**src/seq_consts.svh**
```systemverilog
// Widths, reset values and step constants of the static memory read sequencer
`ifndef SEQ_CONSTS_SVH
`define SEQ_CONSTS_SVH

// Bus and field widths
`define ADDR_W        28
`define DATA_W        32
`define RD_WAIT_W     5
`define OE_DELAY_W    4
`define WAIT_W        6
`define LEN_W         5

// Beat length encodings
`define LEN_UNSPEC    5'h00
`define LEN_ONE       5'h01

// Zero values of the timing fields
`define RD_WAIT_ZERO  5'h00
`define WAIT_ZERO     6'h00
`define OE_ZERO       4'h0

// Address advance per beat of a known-length burst, one 32-bit word
`define ADDR_STEP     28'h0000004

// Depth of the read data buffer
`define BUF_DEPTH     2

// Reset values
`define ADDR_RESET    28'h0000000
`define LEN_RESET     5'h00

`endif

```
**src/seq_pkg.sv**
```systemverilog
// Types shared by the static memory read sequencer
`include "seq_consts.svh"

package seq_pkg;

	typedef enum logic [2:0] {
		st_idle,
		st_proc,
		st_arb,
		st_prep1,
		st_prep2,
		st_access,
		st_wait,
		st_capture
	} seq_state_type;

	typedef struct packed {
		seq_state_type              state;
		logic [`ADDR_W-1:0]         addr;
		logic [`LEN_W-1:0]          beats_left;
		logic [`RD_WAIT_W-1:0]      rd_wait;
		logic [`OE_DELAY_W-1:0]     oe_delay;
		logic                       held;
		logic [`DATA_W-1:0]         hold;
	} seq_regs_type;

endpackage

```
**src/down_counter.sv**
```systemverilog
// Loadable down counter that stops at zero and flags its last count
`timescale 1ns/1ns

module down_counter #(
	parameter int W = 4
) (
	input  wire logic         sys_clk_i,
	input  wire logic         nrst_i,
	input  wire logic         load_i,
	input  wire logic [W-1:0] load_val_i,
	output logic      [W-1:0] count_o,
	output logic              last_o
);

	typedef struct packed {
		logic [W-1:0] count;
	} cnt_state_type;

	cnt_state_type c;
	cnt_state_type next_c;

	always_comb begin
		next_c = c;
		if (load_i) begin
			next_c.count = load_val_i;
		end else if (c.count != {W{1'b0}}) begin
			next_c.count = c.count - {{(W-1){1'b0}}, 1'b1};
		end
	end

	always_ff @(posedge sys_clk_i or negedge nrst_i) begin
		if (!nrst_i) begin
			c <= '0;
		end else begin
			c <= next_c;
		end
	end

	assign count_o = c.count;
	assign last_o  = (c.count == {{(W-1){1'b0}}, 1'b1});

endmodule

```
**src/two_entry_buffer.sv**
```systemverilog
// Small circular buffer with valid and ready on both sides
`timescale 1ns/1ns

module two_entry_buffer #(
	parameter int WIDTH = 32,
	parameter int DEPTH = 2
) (
	input  wire logic             sys_clk_i,
	input  wire logic             nrst_i,
	input  wire logic             in_valid_i,
	output logic                  in_ready_o,
	input  wire logic [WIDTH-1:0] in_data_i,
	output logic                  out_valid_o,
	input  wire logic             out_ready_i,
	output logic      [WIDTH-1:0] out_data_o
);

	localparam int PTR_W = (DEPTH > 1) ? $clog2(DEPTH) : 1;
	localparam logic [PTR_W-1:0] PTR_LAST = PTR_W'(DEPTH - 1);
	localparam logic [PTR_W:0]   CNT_FULL = (PTR_W + 1)'(DEPTH);

	typedef struct packed {
		logic [DEPTH-1:0][WIDTH-1:0] mem;
		logic [PTR_W-1:0]            rd_ptr;
		logic [PTR_W-1:0]            wr_ptr;
		logic [PTR_W:0]              count;
	} buf_state_type;

	buf_state_type b;
	buf_state_type next_b;
	logic          push;
	logic          pop;

	always_comb begin
		next_b = b;
		push   = in_valid_i && (b.count != CNT_FULL);
		pop    = out_ready_i && (b.count != '0);
		if (push) begin
			next_b.mem[b.wr_ptr] = in_data_i;
			next_b.wr_ptr = (b.wr_ptr == PTR_LAST) ? '0 : b.wr_ptr + PTR_W'(1);
		end
		if (pop) begin
			next_b.rd_ptr = (b.rd_ptr == PTR_LAST) ? '0 : b.rd_ptr + PTR_W'(1);
		end
		if (push && !pop) begin
			next_b.count = b.count + {{PTR_W{1'b0}}, 1'b1};
		end else if (pop && !push) begin
			next_b.count = b.count - {{PTR_W{1'b0}}, 1'b1};
		end
	end

	always_ff @(posedge sys_clk_i or negedge nrst_i) begin
		if (!nrst_i) begin
			b <= '0;
		end else begin
			b <= next_b;
		end
	end

	// Full refuses a push even when a pop lands in the same cycle; simpler timing
	assign in_ready_o  = (b.count != CNT_FULL);
	assign out_valid_o = (b.count != '0);
	assign out_data_o  = b.mem[b.rd_ptr];

endmodule

```
**src/static_memory_read_sequencer.sv**
```systemverilog
// Read-path timing sequencer for external static memory banks
`timescale 1ns/1ns
`include "seq_consts.svh"

module static_memory_read_sequencer
	import seq_pkg::*;
(
	input  wire logic                   sys_clk_i,
	input  wire logic                   nrst_i,
	input  wire logic                   req_valid_i,
	output logic                        req_ready_o,
	input  wire logic [`ADDR_W-1:0]     req_addr_i,
	input  wire logic [`LEN_W-1:0]      req_len_i,
	input  wire logic [`RD_WAIT_W-1:0]  read_wait_count_i,
	input  wire logic [`OE_DELAY_W-1:0] oe_delay_count_i,
	output logic                        rd_valid_o,
	input  wire logic                   rd_ready_i,
	output logic      [`DATA_W-1:0]     rd_data_o,
	output logic      [`ADDR_W-1:0]     mem_addr_o,
	output logic                        mem_cs_n_o,
	output logic                        mem_oe_n_o,
	input  wire logic [`DATA_W-1:0]     mem_data_i
);

	////////////////////////////////////////////////////////////////////////////////
	// State and helpers

	seq_regs_type            s;
	seq_regs_type            next_s;
	logic                    more_beats;
	logic [`WAIT_W-1:0]      first_wait;
	logic                    wait_load;
	logic [`WAIT_W-1:0]      wait_load_val;
	logic                    wait_last;
	logic                    oe_load;
	logic [`OE_DELAY_W-1:0]  oe_count;
	logic                    buf_in_valid;
	logic                    buf_in_ready;
	logic                    mem_active;
	logic [`DATA_W-1:0]      buf_in_data;
	logic                    capture_stall;

	assign more_beats = (s.beats_left > `LEN_ONE);
	// Both delays lengthen the first access; later burst beats pay the read wait only
	assign first_wait = {1'b0, s.rd_wait} + {2'b00, s.oe_delay};
	assign capture_stall = (s.state == st_capture) && !buf_in_ready;
	// Once the address has moved on, a stalled capture must reuse the word it first saw
	assign buf_in_data = s.held ? s.hold : mem_data_i;

	////////////////////////////////////////////////////////////////////////////////
	// Sequencer

	always_comb begin
		next_s        = s;
		wait_load     = 1'b0;
		wait_load_val = `WAIT_ZERO;
		oe_load       = 1'b0;
		buf_in_valid  = 1'b0;
		case (s.state)
			st_idle: begin
				if (req_valid_i) begin
					next_s.state    = st_proc;
					next_s.addr     = req_addr_i;
					next_s.rd_wait  = read_wait_count_i;
					next_s.oe_delay = oe_delay_count_i;
					// Unspecified length runs as a lone read; the host asks again per beat
					next_s.beats_left = (req_len_i == `LEN_UNSPEC) ? `LEN_ONE : req_len_i;
				end
			end
			st_proc: begin
				next_s.state = st_arb;
			end
			st_arb: begin
				next_s.state = st_prep1;
			end
			st_prep1: begin
				next_s.state = st_prep2;
			end
			st_prep2: begin
				oe_load      = 1'b1;
				next_s.state = st_access;
			end
			st_access: begin
				wait_load     = 1'b1;
				wait_load_val = first_wait;
				next_s.state  = (first_wait == `WAIT_ZERO) ? st_capture : st_wait;
			end
			st_wait: begin
				if (wait_last) begin
					next_s.state = st_capture;
				end
			end
			st_capture: begin
				buf_in_valid = 1'b1;
				if (buf_in_ready) begin
					next_s.held = 1'b0;
					if (more_beats) begin
						next_s.beats_left = s.beats_left - `LEN_ONE;
						wait_load         = 1'b1;
						wait_load_val     = {1'b0, s.rd_wait};
						next_s.state      = (s.rd_wait == `RD_WAIT_ZERO) ? st_capture : st_wait;
					end else begin
						next_s.state = st_idle;
					end
				end else begin
					// A full buffer holds the access open; the next address is already out
					next_s.held = 1'b1;
					next_s.hold = buf_in_data;
				end
			end
			default: begin
				next_s.state = st_idle;
			end
		endcase
		// Next beat's address goes out while the current word returns
		if ((next_s.state == st_capture) && (next_s.beats_left > `LEN_ONE) && !capture_stall) begin
			next_s.addr = s.addr + `ADDR_STEP;
		end
	end

	always_ff @(posedge sys_clk_i or negedge nrst_i) begin
		if (!nrst_i) begin
			s <= '{state: st_idle, addr: `ADDR_RESET, beats_left: `LEN_RESET, default: '0};
		end else begin
			s <= next_s;
		end
	end

	////////////////////////////////////////////////////////////////////////////////
	// Counters and buffer

	down_counter #(
		.W (`WAIT_W)
	) u_wait_counter (
		.sys_clk_i  (sys_clk_i),
		.nrst_i     (nrst_i),
		.load_i     (wait_load),
		.load_val_i (wait_load_val),
		.count_o    (),
		.last_o     (wait_last)
	);

	down_counter #(
		.W (`OE_DELAY_W)
	) u_oe_counter (
		.sys_clk_i  (sys_clk_i),
		.nrst_i     (nrst_i),
		.load_i     (oe_load),
		.load_val_i (s.oe_delay),
		.count_o    (oe_count),
		.last_o     ()
	);

	two_entry_buffer #(
		.WIDTH (`DATA_W),
		.DEPTH (`BUF_DEPTH)
	) u_read_buffer (
		.sys_clk_i   (sys_clk_i),
		.nrst_i      (nrst_i),
		.in_valid_i  (buf_in_valid),
		.in_ready_o  (buf_in_ready),
		.in_data_i   (buf_in_data),
		.out_valid_o (rd_valid_o),
		.out_ready_i (rd_ready_i),
		.out_data_o  (rd_data_o)
	);

	////////////////////////////////////////////////////////////////////////////////
	// Pins

	// Selects decode from state flops; one decode level of the 3-bit binary-encoded state, not one-hot
	assign mem_active  = (s.state == st_access) || (s.state == st_wait) || (s.state == st_capture);
	assign mem_cs_n_o  = !mem_active;
	assign mem_oe_n_o  = !mem_active || (oe_count != `OE_ZERO);
	assign mem_addr_o  = s.addr;
	assign req_ready_o = (s.state == st_idle);

	////////////////////////////////////////////////////////////////////////////////
	// Checks

	property p_front_latency;
		@(posedge sys_clk_i) disable iff (!nrst_i)
		(req_valid_i && req_ready_o) |=> mem_cs_n_o [*4] ##1 !mem_cs_n_o;
	endproperty
	a_front_latency: assert property (p_front_latency)
		else $error("chip select not asserted five cycles after request");

	property p_addr_with_select;
		@(posedge sys_clk_i) disable iff (!nrst_i)
		$fell(mem_cs_n_o) |-> $stable(mem_addr_o) && (mem_oe_n_o == (s.oe_delay != `OE_ZERO));
	endproperty
	a_addr_with_select: assert property (p_addr_with_select)
		else $error("address or enable not presented with chip select");

	property p_two_read_waits;
		@(posedge sys_clk_i) disable iff (!nrst_i)
		($fell(mem_cs_n_o) && s.rd_wait == 5'h02 && s.oe_delay == 4'h0 && !rd_valid_o)
		|-> !rd_valid_o [*4] ##1 rd_valid_o;
	endproperty
	a_two_read_waits: assert property (p_two_read_waits)
		else $error("two wait read did not deliver four cycles after select");

	property p_oe_delay_two;
		@(posedge sys_clk_i) disable iff (!nrst_i)
		($fell(mem_cs_n_o) && s.oe_delay == 4'h2) |-> mem_oe_n_o [*2] ##1 !mem_oe_n_o;
	endproperty
	a_oe_delay_two: assert property (p_oe_delay_two)
		else $error("output enable not asserted in third cycle of access");

	property p_oe_delay_response;
		@(posedge sys_clk_i) disable iff (!nrst_i)
		($fell(mem_cs_n_o) && s.oe_delay == 4'h2 && s.rd_wait == 5'h00 && !rd_valid_o)
		|-> !rd_valid_o [*4] ##1 rd_valid_o;
	endproperty
	a_oe_delay_response: assert property (p_oe_delay_response)
		else $error("output enable delay did not lengthen response by two");

	property p_single_returns_idle;
		@(posedge sys_clk_i) disable iff (!nrst_i)
		$rose(mem_cs_n_o) |-> req_ready_o;
	endproperty
	a_single_returns_idle: assert property (p_single_returns_idle)
		else $error("sequencer not idle after chip select release");

	property p_burst_holds_select;
		@(posedge sys_clk_i) disable iff (!nrst_i)
		(s.state == st_capture && buf_in_ready && more_beats) |=> !mem_cs_n_o;
	endproperty
	a_burst_holds_select: assert property (p_burst_holds_select)
		else $error("chip select dropped inside known length burst");

	property p_zero_wait_pipeline;
		@(posedge sys_clk_i) disable iff (!nrst_i)
		(s.state == st_capture && buf_in_ready && more_beats && s.rd_wait == 5'h00)
		|=> s.state == st_capture && rd_valid_o;
	endproperty
	a_zero_wait_pipeline: assert property (p_zero_wait_pipeline)
		else $error("zero wait burst beat not captured back to back");

	property p_addr_issue;
		@(posedge sys_clk_i) disable iff (!nrst_i)
		(s.state == st_capture && s.beats_left > `LEN_ONE && !$past(capture_stall))
		|-> mem_addr_o == $past(mem_addr_o) + `ADDR_STEP;
	endproperty
	a_addr_issue: assert property (p_addr_issue)
		else $error("next burst address not issued while capturing");

	property p_deliver_after_capture;
		@(posedge sys_clk_i) disable iff (!nrst_i)
		(s.state == st_capture && buf_in_ready && !rd_valid_o) |=> rd_valid_o;
	endproperty
	a_deliver_after_capture: assert property (p_deliver_after_capture)
		else $error("captured word not delivered one cycle later");

	property p_burst_two_waits;
		@(posedge sys_clk_i) disable iff (!nrst_i)
		(s.state == st_capture && buf_in_ready && more_beats && s.rd_wait == 5'h02)
		|=> (s.state == st_wait) [*2] ##1 s.state == st_capture;
	endproperty
	a_burst_two_waits: assert property (p_burst_two_waits)
		else $error("burst beat did not take two wait cycles");

	property p_zero_wait_capture;
		@(posedge sys_clk_i) disable iff (!nrst_i)
		($fell(mem_cs_n_o) && s.rd_wait == 5'h00 && s.oe_delay == 4'h0) |=> s.state == st_capture;
	endproperty
	a_zero_wait_capture: assert property (p_zero_wait_capture)
		else $error("zero wait read not captured in cycle after address");

	property p_oe_release_with_cs;
		@(posedge sys_clk_i) disable iff (!nrst_i)
		$rose(mem_cs_n_o) |-> $rose(mem_oe_n_o);
	endproperty
	a_oe_release_with_cs: assert property (p_oe_release_with_cs)
		else $error("output enable not released with chip select");

	property p_oe_max_delay;
		@(posedge sys_clk_i) disable iff (!nrst_i)
		($fell(mem_cs_n_o) && s.oe_delay == 4'hf) |-> ##[15:15] !mem_oe_n_o && $past(mem_oe_n_o);
	endproperty
	a_oe_max_delay: assert property (p_oe_max_delay)
		else $error("fifteen cycle output enable delay not honoured");

	property p_reset_idle;
		@(posedge sys_clk_i) disable iff (!nrst_i)
		$rose(nrst_i) |-> req_ready_o && mem_cs_n_o && mem_oe_n_o;
	endproperty
	a_reset_idle: assert property (p_reset_idle)
		else $error("sequencer not idle after reset");

	property p_idle_released;
		@(posedge sys_clk_i) disable iff (!nrst_i)
		(s.state == st_idle) |-> mem_cs_n_o && mem_oe_n_o;
	endproperty
	a_idle_released: assert property (p_idle_released)
		else $error("memory selects active while idle");

endmodule

```
**config.mk**
```make
export PLATFORM = sky130hd
export DESIGN_NAME = static_memory_read_sequencer
export DESIGN_NICKNAME = d
export VERILOG_FILES = /design/src/seq_pkg.sv /design/src/down_counter.sv /design/src/two_entry_buffer.sv /design/src/static_memory_read_sequencer.sv
export VERILOG_INCLUDE_DIRS = /design/src
export SDC_FILE = /design/constraint.sdc
export NUM_CORES = 1
export LEC_CHECK = 0
export ABC_CLOCK_PERIOD_IN_PS = 5100
export BUFFER_PORTS_ARGS = -buffer_cell sky130_fd_sc_hd__buf_2
export CORE_MARGIN = 4
export CORE_UTILIZATION = 60
export CTS_CLUSTER_DIAMETER = 120
export DETAILED_ROUTE_END_ITERATION = 10
export PLACE_DENSITY_LB_ADDON = 0.15
export SLEW_MARGIN = 20
export SYNTH_ARGS = -nofsm -noshare
export SYNTH_HDL_FRONTEND = slang
export SYNTH_SLANG_ARGS = --single-unit
```
**constraint.sdc**
```tcl
create_clock -name sys_clk_i -period 5.1 [get_ports sys_clk_i]
set_input_delay 0.51 -clock sys_clk_i [delete_from_list [all_inputs] [get_ports sys_clk_i]]
set_output_delay 0.51 -clock sys_clk_i [all_outputs]
set_load 0.02 [all_outputs]
```
==> results of run 1 <==
[path summary, 6_finish.rpt]
| path | startpoint | endpoint | slack, ns | cells past startpoint |
|---|---|---|---|---|
| max | s[38] | mem_addr_o[11] | 1.15 | 9 |
| min | nrst_i | u_oe_counter.count_o[2] | 0.18 | 1 |
| max reg2reg | s[38] | mem_addr_o[11] | 1.15 | 9 |
| min reg2reg | mem_addr_o[1] | mem_addr_o[1] | 0.48 | 2 |
| max in group asynchronous | nrst_i | s[32] | 3.57 | 2 |
| min in group sys_clk_i | oe_delay_count_i[2] | s[35] | 0.28 | 3 |
[per-layer routing]
metal / share of wire, % / routed length (um) / track usage (%)
met5: 0.070 / 13 / 0
met1: 41 / 7681 / 31.43
met4: 1.8 / 335 / 8.581
met2: 52 / 9697 / 43.12
met3: 4.4 / 825 / 6.176
[final cells by class]
type,instances,area share (%)
Multi-Input combinational cell,537,39.63
Clock inverter,9,1.241
Tap cell,172,2.345
Inverter,20,0.8180
Sequential cell,156,42.55
Clock buffer,22,5.167
Timing Repair Buffer,147,8.248
[critical path, cell delays in order (launching register included)]
cell       delay (ns)
dfrtp_1          0.40
ha_1             0.28
a21o_1           0.22
a2111oi_0        0.52
a211oi_1         0.13
o32ai_1          0.64
o311a_1          0.63
buf_4            0.38
mux2_2           0.38
o221a_2          0.24
[sequential cells by signal, summed over array words and instances, names as in the netlist]
signal and flops:
u_wait_counter.count_o 6, u_read_buffer.b 68, s 50, u_oe_counter.count_o 4, mem_addr_o 28
[synth_stat cells (11+ instances only)]
master / count
dfrtp_1: 156
nand2_1: 109
mux2_2: 66
nor2_1: 62
a21oi_1: 43
o21ai_0: 42
mux2i_1: 40
buf_4: 28
clkbuf_1: 28
inv_1: 20
nand3_1: 19
ha_1: 13
nor3_1: 12
and3_1: 11
[cell families after synthesis]
logic type / after synthesis / synth area share, %
DFF: 156 / 48.95
buffers and inverters: 89 / 5.805
AOI/OAI and AO/OA: 156 / 13.18
adders and majority gates: 14 / 2.291
and+or+nand+nor: 245 / 13.68
muxes: 106 / 14.34
xor gates and xnor gates: 16 / 1.757
[stage by stage]
stage / instance area [sq um] / power (mW) / hold slack (ns)
final: 9178 / 5.431 / 0.1794
after global routing: 9178 / 5.791 / 0.2456
after CTS: 9163 / 5.451 / 0.2201
after detailed placement: 8574 / 4.181 / 0.4614
after global placement: 8574 / 4.049 / 0.4559
after floorplan: 7975 / 3.649 / 0.2144
[where the power goes]
group          switching [mW]  internal (mW)
Sequential              0.391           1.74
Combinational            1.14          0.908
Clock                   0.487          0.757
[placed cells by master, fill, tap and decap left out, types with 4 or more instances in the layout]
master,count
a32o_1,4
inv_1,20
and3_1,11
o211ai_1,5
o221ai_1,4
or3_1,4
nor3_1,11
a21oi_1,43
mux2i_1,40
buf_2,140
ha_1,13
nor4_1,7
a221o_1,6
xnor2_1,9
a211o_1,7
mux2_2,66
nand4_1,4
nor2_1,62
a211oi_1,4
xor2_1,7
nand2_1,108
dfrtp_1,155
o21ai_0,42
clkbuf_16,17
o31ai_1,6
nand3_1,19
buf_4,6
a21o_1,5
==> run metrics, run 1 <==
outcome finished, final reports clean; RSZ-0062 raised after global routing no; final-layout fill cell count 1003; synthesis-stage register bit count 156; fin crit share 77.38%; die height 123.3 um; routability cong. 0.8797; Yosys top cell by area dfrtp_1; Startpoint Class flop; critical path type flop to flop; first-pass GRT wire length 30.15 mm; GRT Total Usage 25.23%; Clock transition at path regs 0.06 ns; min cycle time layout 3.946 ns; Clock Tree Root clkbuf_16; Port Buffers 141; Worst EP required 5.41 ns; clock buffer depth 2; num rows 41; area of the core 12820 sq um; # IOs 142; Net Count, Synth 874; Final WS setup 1.154 ns; DR iter-0 viols 547; Data arrival, critical path 4.25 ns; Vias/cell 5.855; Cell Pwr Density 591.7 nW/um^2; area of the multi-input gates 3637 sq um; DRT antenna net count 0; Num CTS Buffers 17; Clock Skew 0.005825 ns; Ys Warns 0; Distinct cells, synth 62; Critical Path Sink Type flop; clk sink count 156; antenna violations before repair 1; post-synthesis sequential area ratio 48.95%; Worst VDD drop 0.0003353 V; largest net degree at the start of global routing 97; max-slew violations 0; CTS tree done; fmax 253.4 MHz; Final #Nets 971; cts repair resizes 0; Syn Area/Cell 10.20 sq um; initial cell density of the core 62.19%; Synth top area share 48.95%; post-layout util 71.56%; Die Wd 123.3 um; worst skew pair latency 0.42 ns; Placement Setup Slack 1.356 ns; Setup Buffers After CTS 0; register area 3905 sq um; Synth area leaders dfrtp_1 49%, mux2_2 9.3%, nand2_1 5.1%; leakage power 4.151 nW; mapped cell area 7975 sq um; max_slew headroom 28.52%; Max-cap violations 0; DPL Wire Length 12.28 mm; DRC 0; Max H-tree Level 4; Non-Filler Instances 1063; antenna diode count 0; actual slew at the worst max-slew pin 1.072 ns; Area Overhead vs Synth 15.08%; async set-or-reset flop fraction in the synthesized netlist 100.0%; placed insts 1032; number of flops mapped to enable cells by yosys 0; final hold vios 0; number of global-route vias before repair 6263; Post-CTS Hold Buffers 0; cell count after synthesis 782; # setup viols final 0; routed wire length 18.55 mm; worst-path maximum fanout 23; TNS Setup 0 ns; Hold Path Class primary input to async pin; commonest register cell after synthesis dfrtp_1; GR Overflow Total 0; 1st-pass router iterations 5; via count 6224; Routed wire per std cell 17.45 um; die area 15200 sq um; share of cells above drive strength 1 28.96%
No activity file was read; power rests on OpenSTA's default activity.
==> run 2: changes to the inputs <==
--- a/config.mk
+++ b/config.mk
@@ -6,10 +6,10 @@
 export SDC_FILE = /design/constraint.sdc
 export NUM_CORES = 1
 export LEC_CHECK = 0
-export ABC_CLOCK_PERIOD_IN_PS = 5100
+export ABC_CLOCK_PERIOD_IN_PS = 3200
 export BUFFER_PORTS_ARGS = -buffer_cell sky130_fd_sc_hd__buf_2
 export CORE_MARGIN = 4
-export CORE_UTILIZATION = 60
+export CORE_UTILIZATION = 51
 export CTS_CLUSTER_DIAMETER = 120
 export DETAILED_ROUTE_END_ITERATION = 10
 export PLACE_DENSITY_LB_ADDON = 0.15
==> constraint.sdc (replaced) <==
create_clock -name sys_clk_i -period 3.2 [get_ports sys_clk_i]
set_input_delay 0.32 -clock sys_clk_i [delete_from_list [all_inputs] [get_ports sys_clk_i]]
set_output_delay 0.32 -clock sys_clk_i [all_outputs]
set_load 0.02 [all_outputs]
==> run 2 against run 1 <==
  * Critical endpoint is now mem_addr_o[4]
  * Critical path depth is 1 lower
  * Utilization is 10 points lower
  * Via count is 1.9% lower
  * Power is 61% higher
==> run metrics, run 2 (same netlist as run 1, synthesis figures left out) <==
TNS Setup 0 ns (unchanged); DRT antenna net count 0 (unchanged); # setup viols final 0 (unchanged); Worst VDD drop 0.0006103 V (+82%); Startpoint Class flop; Max H-tree Level 4 (unchanged); final hold vios 0 (unchanged); Clock Tree Root clkbuf_16; routed wire length 18.61 mm (+0.28%); Hold Path Class primary input to flop; CP cell instances or4b_1, buf_4, o211ai_1, nand3_1, o311a_4, buf_4, a32o_1, a221o_1; routability cong. 0.8602 (-2.2%); delay of the slowest cell on the worst path 0.60 ns (-0.04 ns); max-slew violations 0 (unchanged); Vias/cell 5.445 (-7.0%); antenna violations before repair 0 (-1); Clock transition at path regs 0.06 ns (about the same); Worst EP required 3.50 ns (-1.91 ns); initial cell density of the core 52.27% (-9.9 points); Num CTS Buffers 17 (unchanged); post-layout util 61.51% (-10 points); Slowest-stage cell, CP or4b_1; most frequent cells in the layout 155 x dfrtp_1, 140 x buf_2, 108 x nand2_1; Data arrival, critical path 3.18 ns (-1.07 ns); # IOs 142 (unchanged); worst skew pair latency 0.42 ns (about the same); DPL Wire Length 12.97 mm (+5.7%); RSZ-0062 raised after global routing no; Die Wd 133.1 um (+7.9%); clk sink count 156 (unchanged); num rows 45 (+9.8%); 1st-pass router iterations 5 (unchanged); clock buffer depth 2 (unchanged); die area 17700 sq um (+16%); outcome finished, final reports clean; Port Buffers 141 (unchanged); area of the core 15260 sq um (+19%); Largest delay share family, worst path compound AO/OA/AOI/OAI gates; actual slew at the worst max-slew pin 0.7892 ns (-0.2831 ns); antenna diode count 0 (unchanged); worst-path maximum fanout 24 (+4.3%); fmax 347.0 MHz (+37%); Critical Path Sink Type flop; most common cell after layout, fill and taps aside dfrtp_1; via count 6104 (-1.9%); CTS tree done; number of global-route vias before repair 6396 (+2.1%); die height 133.1 um (+7.9%); critical path type flop to flop; Clock Skew 0.007367 ns (+0.001542 ns); largest net degree at the start of global routing 84 (-13%); DR iter-0 viols 265 (-52%); leakage power 4.246 nW (+2.3%); Max-cap violations 0 (unchanged); Buf/Inv on CP 2 (+1); fin crit share 90.05% (+13 points); share of cells above drive strength 1 30.66% (+1.7 points); Routed wire per std cell 16.60 um (-4.9%); Area Overhead vs Synth 17.68%; max FFs per register 68 (unchanged); DRC 0 (unchanged); max_slew headroom 47.39% (+19 points); min cycle time layout 2.882 ns (-1.065 ns); Most common cell on crit path buf_4; largest register by flop count u_read_buffer.b; Cell Pwr Density 931.8 nW/um^2 (+57%); GR Overflow Total 0 (unchanged); Final #Nets 989 (+1.9%); first-pass GRT wire length 31.53 mm (+4.6%); GRT Total Usage 21.89% (-3.3 points)
==> run 2: cell count changes in the layout (fill, tap and decap cells not counted), sizes merged <==
cell         before  now
clkinv            4    6
inv              20   23
clkbuf           22   18
dlygate4sd3       0    1
buf             147  164
bufinv            2    3
clkinvlp          3    2
==> run 2: worst min-delay path, cell delays in order <==
cell     delay [ns]
buf_2          0.07
nand2_1        0.04
nand2_1        0.04
==> run 2: layout make-up <==
cell class	count	area, sq um
clock buffer	18	429.2
clock inverter	14	168.9
fill	1310	5873
inverter	20	75.07
multi-input combinational	537	3636
sequential	156	3905
tap	211	264.0
timing repair buffer	165	907.1
==> run 2: routing by layer <==
layer / wire length [um] / track usage [%]
met5: 0 / 0
met4: 243 / 5.658
met3: 746 / 4.867
met2: 9383 / 37.10
met1: 8232 / 28.54
==> run 2: through the flow <==
stage | hold slack (ns) | cells | power, mW | instance area (sq um) | setup WS (ns)
6_report | 0.08935 | 1121 | 8.745 | 9385 | 0.3183
5_1_grt | 0.08083 | 1121 | 9.355 | 9385 | 0.1419
4_1_cts | 0.07703 | 1121 | 8.812 | 9371 | 0.09456
3_5_place_dp | 0.4411 | 1088 | 6.738 | 8763 | 0.1275
3_3_place_gp | 0.4280 | 1088 | 6.554 | 8763 | 0.2305
2_1_floorplan | 0.02441 | 782 | 5.816 | 7975 | 0.4288
==> run 2: repair_timing <==
item                                   4_1_cts  5_1_grt
buffers inserted                             0        0
endpoints found under the hold margin       22        0
setup endpoints to repair                    0       15
hold buffers                                 1        0
resized for setup                            0        2
==> run 2: path summary, 6_finish.rpt <==
path                                startpoint                 endpoint  slack, ns  depth (start not counted)
max                                      s[77]            mem_addr_o[4]       0.32                          8
min                              req_addr_i[0]            mem_addr_o[0]       0.09                          3
max reg2reg                              s[77]            mem_addr_o[4]       0.32                          8
min reg2reg                u_read_buffer.b[38]      u_read_buffer.b[38]       0.47                          2
max in group asynchronous               nrst_i      u_read_buffer.b[35]       1.73                          3
min in group asynchronous               nrst_i  u_oe_counter.count_o[2]       0.53                          2
==> run 2: where the power goes <==
group	leakage (nW)	switching, mW	internal, mW	total [mW]
clock network	0.291	0.826	1.23	2.06
logic	2.16	1.87	1.51	3.37
registers	1.80	0.539	2.78	3.32
